===== config.mk =====
export PLATFORM = sky130hd
export DESIGN_NAME = supply_alarm_event_monitor
export DESIGN_NICKNAME = d
export VERILOG_FILES = /design/src/verilog/sup_pkg.sv /design/src/verilog/event_slot.sv /design/src/verilog/supply_alarm_event_monitor.sv
export SDC_FILE = /design/constraint.sdc
export NUM_CORES = 1
export LEC_CHECK = 0
export BUFFER_PORTS_ARGS = -buffer_cell sky130_fd_sc_hd__buf_4
export CORE_MARGIN = 3
export CORE_UTILIZATION = 53
export CTS_BUF_LIST = sky130_fd_sc_hd__clkbuf_16
export CTS_CLUSTER_SIZE = 20
export DETAILED_ROUTE_END_ITERATION = 6
export PLACE_DENSITY = 0.93
export SLEW_MARGIN = 10
export SYNTH_ARGS = -nofsm -noshare
export SYNTH_HDL_FRONTEND = slang
export SYNTH_SLANG_ARGS = --single-unit

===== constraint.sdc =====
create_clock -name i_sys_clk -period 4.05 [get_ports i_sys_clk]
set_input_delay 0.81 -clock i_sys_clk [delete_from_list [all_inputs] [get_ports i_sys_clk]]
set_output_delay 0.81 -clock i_sys_clk [all_outputs]
set_load 0.01 [all_outputs]

===== src/verilog/sup_pkg.sv =====
package sup_pkg;

	////////////////////////////////////////////////////////////////////////////
	// Widths and clock.
	localparam int MEAS_W = 16;
	localparam int CNT_W = 29;
	localparam int EVT_N = 5;
	localparam int ALARM_N = 9;
	localparam int unsigned CLK_HZ = 32'h0131_2D00;

	////////////////////////////////////////////////////////////////////////////
	// Timing: seconds as printed, cycles derived from the clock rate.
	localparam int unsigned PF_ACK_HOLD_S = 32'h0000_000F;
	localparam int unsigned PF_RESTART_S = 32'h0000_0005;
	localparam int unsigned PF_ACK_HOLD_DEF = PF_ACK_HOLD_S * CLK_HZ;
	localparam int unsigned PF_RESTART_DEF = PF_RESTART_S * CLK_HZ;

	////////////////////////////////////////////////////////////////////////////
	// Nominal quantities in measurement units.
	localparam logic [31:0] NOM_V = 32'h0000_2000;
	localparam logic [31:0] NOM_I = 32'h0000_2000;
	localparam logic [31:0] NOM_P = 32'h0000_2000;
	localparam logic [31:0] PCT_DIV = 32'h0000_0064;
	localparam logic [31:0] PCT_THR = 32'h0000_006E;
	localparam logic [31:0] PCT_FIXED = 32'h0000_0065;

	// Protection thresholds reset to 110 % and may not be set above it.
	localparam logic [MEAS_W-1:0] THR_DEF_V = MEAS_W'(NOM_V * PCT_THR / PCT_DIV);
	localparam logic [MEAS_W-1:0] THR_DEF_I = MEAS_W'(NOM_I * PCT_THR / PCT_DIV);
	localparam logic [MEAS_W-1:0] THR_DEF_P = MEAS_W'(NOM_P * PCT_THR / PCT_DIV);
	localparam logic [MEAS_W-1:0] FIXED_OV_LIMIT = MEAS_W'(NOM_V * PCT_FIXED / PCT_DIV);

	////////////////////////////////////////////////////////////////////////////
	// Alarm vector bit positions.
	localparam int A_OV = 0;
	localparam int A_OC = 1;
	localparam int A_OP = 2;
	localparam int A_PF = 3;
	localparam int A_OT = 4;
	localparam int A_LINK = 5;
	localparam int A_FIXOV = 6;
	localparam int A_SHARE = 7;
	localparam int A_EVT = 8;

	// Events: 0 high voltage, 1 low voltage, 2 high current, 3 low current, 4 high power.
	// Source 0 is voltage, 1 current, 2 power.
	localparam logic [EVT_N-1:0][1:0] EVT_SRC = {2'h2, 2'h1, 2'h1, 2'h0, 2'h0};
	localparam logic [EVT_N-1:0] EVT_BELOW = 5'h0A;

	typedef enum logic [1:0] {
		ACT_NONE = 2'h0,
		ACT_SIGNAL = 2'h1,
		ACT_WARNING = 2'h2,
		ACT_ALARM = 2'h3
	} evt_action_t;

	typedef struct packed {
		logic [MEAS_W-1:0] volt;
		logic [MEAS_W-1:0] curr;
		logic [MEAS_W-1:0] pwr;
	} meas_t;

	typedef struct packed {
		logic [MEAS_W-1:0] ov;
		logic [MEAS_W-1:0] oc;
		logic [MEAS_W-1:0] op;
	} prot_thr_t;

	typedef struct packed {
		evt_action_t [EVT_N-1:0] action;
		logic [EVT_N-1:0][MEAS_W-1:0] thr;
	} evt_cfg_t;

	typedef struct packed {
		logic mains_bad;
		logic overtemp;
		logic slave_lost;
		logic share_attn;
		logic share_wired;
	} hw_fault_t;

endpackage


===== src/verilog/event_slot.sv =====
`timescale 1ns/10ps
module event_slot (
	input wire logic i_enable,
	input wire logic i_below,
	input wire logic [sup_pkg::MEAS_W-1:0] i_value,
	input wire logic [sup_pkg::MEAS_W-1:0] i_thr,
	input wire sup_pkg::evt_action_t i_action,
	output logic o_sig,
	output logic o_warn,
	output logic o_alarm
);
	import sup_pkg::*;

	logic hit;

	// Conditions only count while the output is on, so a decaying voltage after switch-off raises nothing.
	assign hit = i_enable & (i_below ? (i_value < i_thr) : (i_value > i_thr));

	always_comb begin
		o_sig = 1'b0;
		o_warn = 1'b0;
		o_alarm = 1'b0;
		case (i_action)
			ACT_NONE: begin
				o_sig = 1'b0;
			end
			ACT_SIGNAL: begin
				o_sig = hit;
			end
			ACT_WARNING: begin
				o_sig = hit;
				o_warn = hit;
			end
			ACT_ALARM: begin
				o_alarm = hit;
			end
			default: begin
				o_sig = 1'b0;
			end
		endcase
	end
endmodule


===== src/verilog/supply_alarm_event_monitor.sv =====
`timescale 1ns/10ps
//
// Contract
// - Action none: event fully ignored.
// - Action signal: status text, output stays.
// - Action warning: status text plus warning popup.
// - Action alarm: alarm, gated beep, output off.
// - All alarms readable; most on analog.
// - Alarms latch until acknowledged; the link alarm until reinit/exit.
// - Voltage at threshold trips, output off.
// - Current at threshold trips, output off.
// - Power at threshold trips, output off.
// - Mains failure alarms; restore is configurable.
// - Mains acknowledge refused 15 s after.
// - Output re-enable waits 5 s after mains.
// - Overtemperature alarms; restore is configurable.
// - Master link loss; cleared by reinit/exit.
// - Share bus attenuated or miswired faults.
// - Thresholds compared continuously, always.
// - Thresholds reset to 110 % nominal.
// - One enable gates the acoustic signal.
// - Events only while on; default none.
// - Five events against own thresholds.
module supply_alarm_event_monitor #(
	parameter int unsigned PF_ACK_HOLD_CYC = sup_pkg::PF_ACK_HOLD_DEF,
	parameter int unsigned PF_RESTART_CYC = sup_pkg::PF_RESTART_DEF
) (
	input wire logic i_sys_clk,
	input wire logic i_rstn,
	input wire sup_pkg::meas_t i_meas,
	input wire logic i_thr_wr,
	input wire sup_pkg::prot_thr_t i_thr,
	input wire sup_pkg::evt_cfg_t i_evt_cfg,
	input wire sup_pkg::hw_fault_t i_fault,
	input wire logic i_is_master,
	input wire logic i_ms_mode,
	input wire logic i_ms_reinit,
	input wire logic i_variant_60v,
	input wire logic i_audio_en,
	input wire logic i_ack,
	input wire logic i_out_on,
	input wire logic i_out_off,
	input wire logic i_restore_after_pf,
	input wire logic i_restore_after_ot,
	output logic o_dc_on,
	output logic [sup_pkg::ALARM_N-1:0] o_alarms,
	output sup_pkg::prot_thr_t o_prot_thr,
	output logic [sup_pkg::EVT_N-1:0] o_status_txt,
	output logic o_warn_popup,
	output logic o_alarm_popup,
	output logic o_beep,
	output logic o_analog_alarm,
	output logic o_ack_blocked
);
	import sup_pkg::*;

	typedef struct packed {
		prot_thr_t thr;
		logic [ALARM_N-1:0] alarm;
		logic dc_on;
		logic restore;
		logic [CNT_W-1:0] ack_hold;
		logic [CNT_W-1:0] restart;
		logic [EVT_N-1:0] status_txt;
		logic warn_popup;
		logic alarm_popup;
		logic beep;
		logic analog_alarm;
		logic ack_blocked;
	} mon_state_t;

	localparam logic [CNT_W-1:0] ACK_HOLD_LOAD = CNT_W'(PF_ACK_HOLD_CYC);
	localparam logic [CNT_W-1:0] RESTART_LOAD = CNT_W'(PF_RESTART_CYC);
	localparam logic [ALARM_N-1:0] ANALOG_MASK = 9'h05F;

	mon_state_t st_q;
	mon_state_t st_d;
	logic [ALARM_N-1:0] cause;
	logic [ALARM_N-1:0] clr;
	logic [EVT_N-1:0] evt_sig;
	logic [EVT_N-1:0] evt_warn;
	logic [EVT_N-1:0] evt_alarm;
	logic any_alarm;
	logic ack_ok;

	////////////////////////////////////////////////////////////////////////////
	// User events, one slot each.
	genvar g;
	generate
		for (g = 0; g < EVT_N; g++) begin : gen_evt
			logic [MEAS_W-1:0] value;
			assign value = (EVT_SRC[g] == 2'h0) ? i_meas.volt :
				(EVT_SRC[g] == 2'h1) ? i_meas.curr : i_meas.pwr;
			event_slot u_slot (
				.i_enable(st_q.dc_on),
				.i_below(EVT_BELOW[g]),
				.i_value(value),
				.i_thr(i_evt_cfg.thr[g]),
				.i_action(i_evt_cfg.action[g]),
				.o_sig(evt_sig[g]),
				.o_warn(evt_warn[g]),
				.o_alarm(evt_alarm[g])
			);
		end
	endgenerate

	////////////////////////////////////////////////////////////////////////////
	// Causes. Comparisons run every cycle whatever the operator is doing.
	always_comb begin
		cause = '0;
		cause[A_OV] = i_meas.volt >= st_q.thr.ov;
		cause[A_OC] = i_meas.curr >= st_q.thr.oc;
		cause[A_OP] = i_meas.pwr >= st_q.thr.op;
		cause[A_PF] = i_fault.mains_bad;
		cause[A_OT] = i_fault.overtemp;
		cause[A_LINK] = i_is_master & i_ms_mode & i_fault.slave_lost;
		cause[A_FIXOV] = i_variant_60v & (i_meas.volt > FIXED_OV_LIMIT);
		cause[A_SHARE] = i_fault.share_attn | (i_fault.share_wired & ~i_ms_mode);
		cause[A_EVT] = |evt_alarm;
	end

	////////////////////////////////////////////////////////////////////////////
	// Clearing. The link alarm ignores acknowledge; the mains alarm waits out its hold.
	assign ack_ok = i_ack & (st_q.ack_hold == '0);

	always_comb begin
		clr = '0;
		for (int i = 0; i < ALARM_N; i++) begin
			clr[i] = i_ack & ~cause[i];
		end
		clr[A_PF] = ack_ok & ~cause[A_PF];
		clr[A_LINK] = (i_ms_reinit | ~i_ms_mode) & ~cause[A_LINK];
	end

	////////////////////////////////////////////////////////////////////////////
	// Next state.
	always_comb begin
		st_d = st_q;
		// A cause in the clearing cycle wins, so no trip is ever lost.
		st_d.alarm = (st_q.alarm & ~clr) | cause;
		any_alarm = |st_d.alarm;

		// Thresholds only load while the output is off and are clamped to 110 %.
		if (i_thr_wr & ~st_q.dc_on) begin
			st_d.thr.ov = (i_thr.ov > THR_DEF_V) ? THR_DEF_V : i_thr.ov;
			st_d.thr.oc = (i_thr.oc > THR_DEF_I) ? THR_DEF_I : i_thr.oc;
			st_d.thr.op = (i_thr.op > THR_DEF_P) ? THR_DEF_P : i_thr.op;
		end

		if (cause[A_PF]) begin
			st_d.ack_hold = ACK_HOLD_LOAD;
			st_d.restart = RESTART_LOAD;
		end else begin
			if (st_q.ack_hold != '0) begin
				st_d.ack_hold = st_q.ack_hold - 1'b1;
			end
			if (st_q.restart != '0) begin
				st_d.restart = st_q.restart - 1'b1;
			end
		end

		if (any_alarm) begin
			st_d.dc_on = 1'b0;
			if (st_q.dc_on & ((cause[A_PF] & i_restore_after_pf) | (cause[A_OT] & i_restore_after_ot))) begin
				st_d.restore = 1'b1;
			end
		end else if (i_out_off) begin
			st_d.dc_on = 1'b0;
			st_d.restore = 1'b0;
		end else if ((i_out_on | st_q.restore) & (st_q.restart == '0)) begin
			st_d.dc_on = 1'b1;
			st_d.restore = 1'b0;
		end

		st_d.status_txt = evt_sig;
		st_d.warn_popup = |evt_warn;
		st_d.alarm_popup = any_alarm;
		st_d.beep = i_audio_en & any_alarm;
		st_d.analog_alarm = |(st_d.alarm & ANALOG_MASK);
		st_d.ack_blocked = st_d.alarm[A_PF] & (st_d.ack_hold != '0);
	end

	always_ff @(posedge i_sys_clk) begin
		if (!i_rstn) begin
			st_q <= '0;
			st_q.thr.ov <= THR_DEF_V;
			st_q.thr.oc <= THR_DEF_I;
			st_q.thr.op <= THR_DEF_P;
		end else begin
			st_q <= st_d;
		end
	end

	////////////////////////////////////////////////////////////////////////////
	// Outputs straight from the state register.
	assign o_dc_on = st_q.dc_on;
	assign o_alarms = st_q.alarm;
	assign o_prot_thr = st_q.thr;
	assign o_status_txt = st_q.status_txt;
	assign o_warn_popup = st_q.warn_popup;
	assign o_alarm_popup = st_q.alarm_popup;
	assign o_beep = st_q.beep;
	assign o_analog_alarm = st_q.analog_alarm;
	assign o_ack_blocked = st_q.ack_blocked;
endmodule


==> impl_metrics.ini <==
[run_status]
status = completed

[die]
io_pins = 272
die_x_um = 137
rows = 47
coreArea_um2 = 16700
start_util_pct = 54.5
die_h_um = 137
dieArea_um2 = 18800

[timing]
clock_skew_ps = 7.16
setup_violations = 0
period_share_pct = 80.1
period_minus_slack_ps = 3240
tightest_slew_ps = 946
max_freq_mhz = 308
drv_slew = 0
rsz0062_at_grt = false
maxSlewHeadroom_pct = 36.9
final.setup.tns_ps = 0
final_hold_viol_count = 0

[hold_path]
hold_class = register to register

[job]
cap_violations = 0

[logic_synthesis]
synthTopCellsByArea = dfxtp_1 (28%), ha_1 (19%), inv_1 (5.7%)
ys_async_sr_fraction_pct = 0
netlist-cell-type-count = 62
syn_avg_cell_area_um2 = 7.97
netlist_instances = 1143
synth_edf_count = 0
ys_seq_elements = 127
syn_nets = 1485
synthFlopType = dfxtp_1
yosys_warnings = 0
synth_top_area_share_pct = 27.9
yosysTopAreaCell = dfxtp_1
yosysSeqAreaShare_pct = 27.9
synth_area_um2 = 9110

[worst_setup_path]
required_ps = 4350
critical_path_class = register to register
arrival_ps = 3540
setup.worst_path.start_class = register
cp_max_fo = 6
end_kind = register

[detailed_routing]
wirelength_mm = 27.1
drtIter0Drc = 541
drc = 0
postRouteAntennaNets = 0
via_per_inst = 5.70
wire_per_inst_um = 17.2
drtPass1Iterations = 5
via_count = 8996

[pwr]
total_power_mw = 3.57
cellPowerDensity_nw_per_um2 = 313
leakage_nw = 5.50
vdd_drop_max_mv = 0.298

[clock_tree]
hold_buffers = 0
clk-insertion-delay-late_ps = 410
post_cts_resize_count = 0
cts_buffers = 17
clk_path_buf_depth = 2
htreeDepth = 4
cts_num_sinks = 127
cts_tree = built
clk_pin_slew_worst_paths_ps = 50
cts_root_buf = clkbuf_16
cts_setup_buffers = 0

[global_route]
grt_max_degree = 40
grt_antenna_before_repair = 0
grt_pass1_wl_mm = 42.6
grt_overflow = 0
grt_pass1_vias = 8976
track_usage_pct = 28.4

[layout]
diodes = 0
syn_to_final_growth_pct = 25.1
fin_nets = 1690
drive_gt1_share_pct = 23.0

[placed_design]
io_buffers = 271
place.gp.congestion = 0.926
dpl.hpwl_mm = 21.6
[kinds of logic (layout without fill, tap and decap cells)]
family,Yosys count,count (layout),share of synthesized area [%]
xor gates and xnor gates,42,42,4.04
muxes,2,2,0.220
AOI/OAI and AO/OA,239,239,16.8
buffers and inverters,235,451,12.4
adders and majority gates,138,138,19.0
and+or+nand+nor,360,360,19.6
DFF,127,127,27.9
[cell type report]
class / count / area (um2)
Clock buffer: 17 / 425
Timing Repair Buffer: 280 / 2100
Multi-Input combinational cell: 781 / 5430
Clock inverter: 13 / 86.3
Sequential cell: 127 / 2540
Fill cell: 1345 / 5310
Tap cell: 220 / 275
Inverter: 141 / 529
[worst paths after layout]
| path | to | start | slack (ps) | cells past startpoint |
|---|---|---|---|---|
| setup / recovery | o_beep | st_q[39] | 810 | 10 |
| hold / removal | st_q[38] | st_q[38] | 470 | 2 |
| setup reg to reg | o_beep | st_q[39] | 810 | 10 |
| hold reg to reg | st_q[38] | st_q[38] | 470 | 2 |
[Yosys cell counts (all sizes together) (11+ instances only)]
| master | count |
|---|---|
| inv | 139 |
| ha | 138 |
| dfxtp | 127 |
| nor2 | 102 |
| nand2 | 87 |
| a21oi | 83 |
| buf | 66 |
| o21ai | 32 |
| xnor2 | 30 |
| clkbuf | 28 |
| nor3 | 27 |
| nor4 | 27 |
| nand4 | 24 |
| a22oi | 22 |
| o22ai | 21 |
| nand3 | 19 |
| a21o | 14 |
| nor2b | 14 |
| xor2 | 12 |
| a211oi | 11 |
[state kept, by name, summed over array words and instances (netlist names)]
| register | cells |
|---|---|
| o_beep | 1 |
| st_q | 59 |
| o_analog_alarm | 1 |
| o_alarm_popup | 1 |
| o_ack_blocked | 1 |
| o_prot_thr | 48 |
| o_status_txt | 5 |
| o_alarms | 9 |
| o_dc_on | 1 |
| o_warn_popup | 1 |
[critical path: stages (launching register included)]
cell     delay [ps]
dfxtp_1         330
inv_1           110
ha_1            280
nor3b_1         340
and2_1          260
nand4_1         280
o21ai_0         340
nand3_1         250
nor4_1          400
nand4_1         260
and3_1          280
[through the flow]
stage	hold slack, ps	std cells	utilization, %	setup WS, ps	cell area (um2)
after floorplan	443	1143	-	1160	9110
after global placement	453	1549	65.2	746	10900
after detailed placement	466	1549	65.2	624	10900
after CTS	473	1579	68.2	876	11400
after global routing	498	1579	68.2	521	11400
final	470	1579	68.2	808	11400
[layer usage]
metal	wire length, um	part of all wire (%)	track usage, %
met1	10900	40	32.7
met2	13200	49	49.9
met4	1100	4.1	13.7
met3	1930	7.1	5.70
met5	0	0	0
[power breakdown]
group / total, mW / internal (mW) / leakage (nW) / switching, mW
logic: 0.854 / 0.408 / 4.19 / 0.445
registers: 1.37 / 1.31 / 1.04 / 0.0599
clock network: 1.35 / 0.815 / 0.270 / 0.531
[cells in the final DEF (no fill, tap or decap), drive strengths merged, types with 19 or more instances in the layout]
cell     n
a21oi   83
nand2   87
nor4    27
nor3    27
nor2   102
a22oi   22
o21ai   32
inv    144
xnor2   30
nand4   24
ha     138
dfxtp  127
buf    280
nand3   19
o22ai   21
No activity file was read; power rests on OpenSTA's default activity.
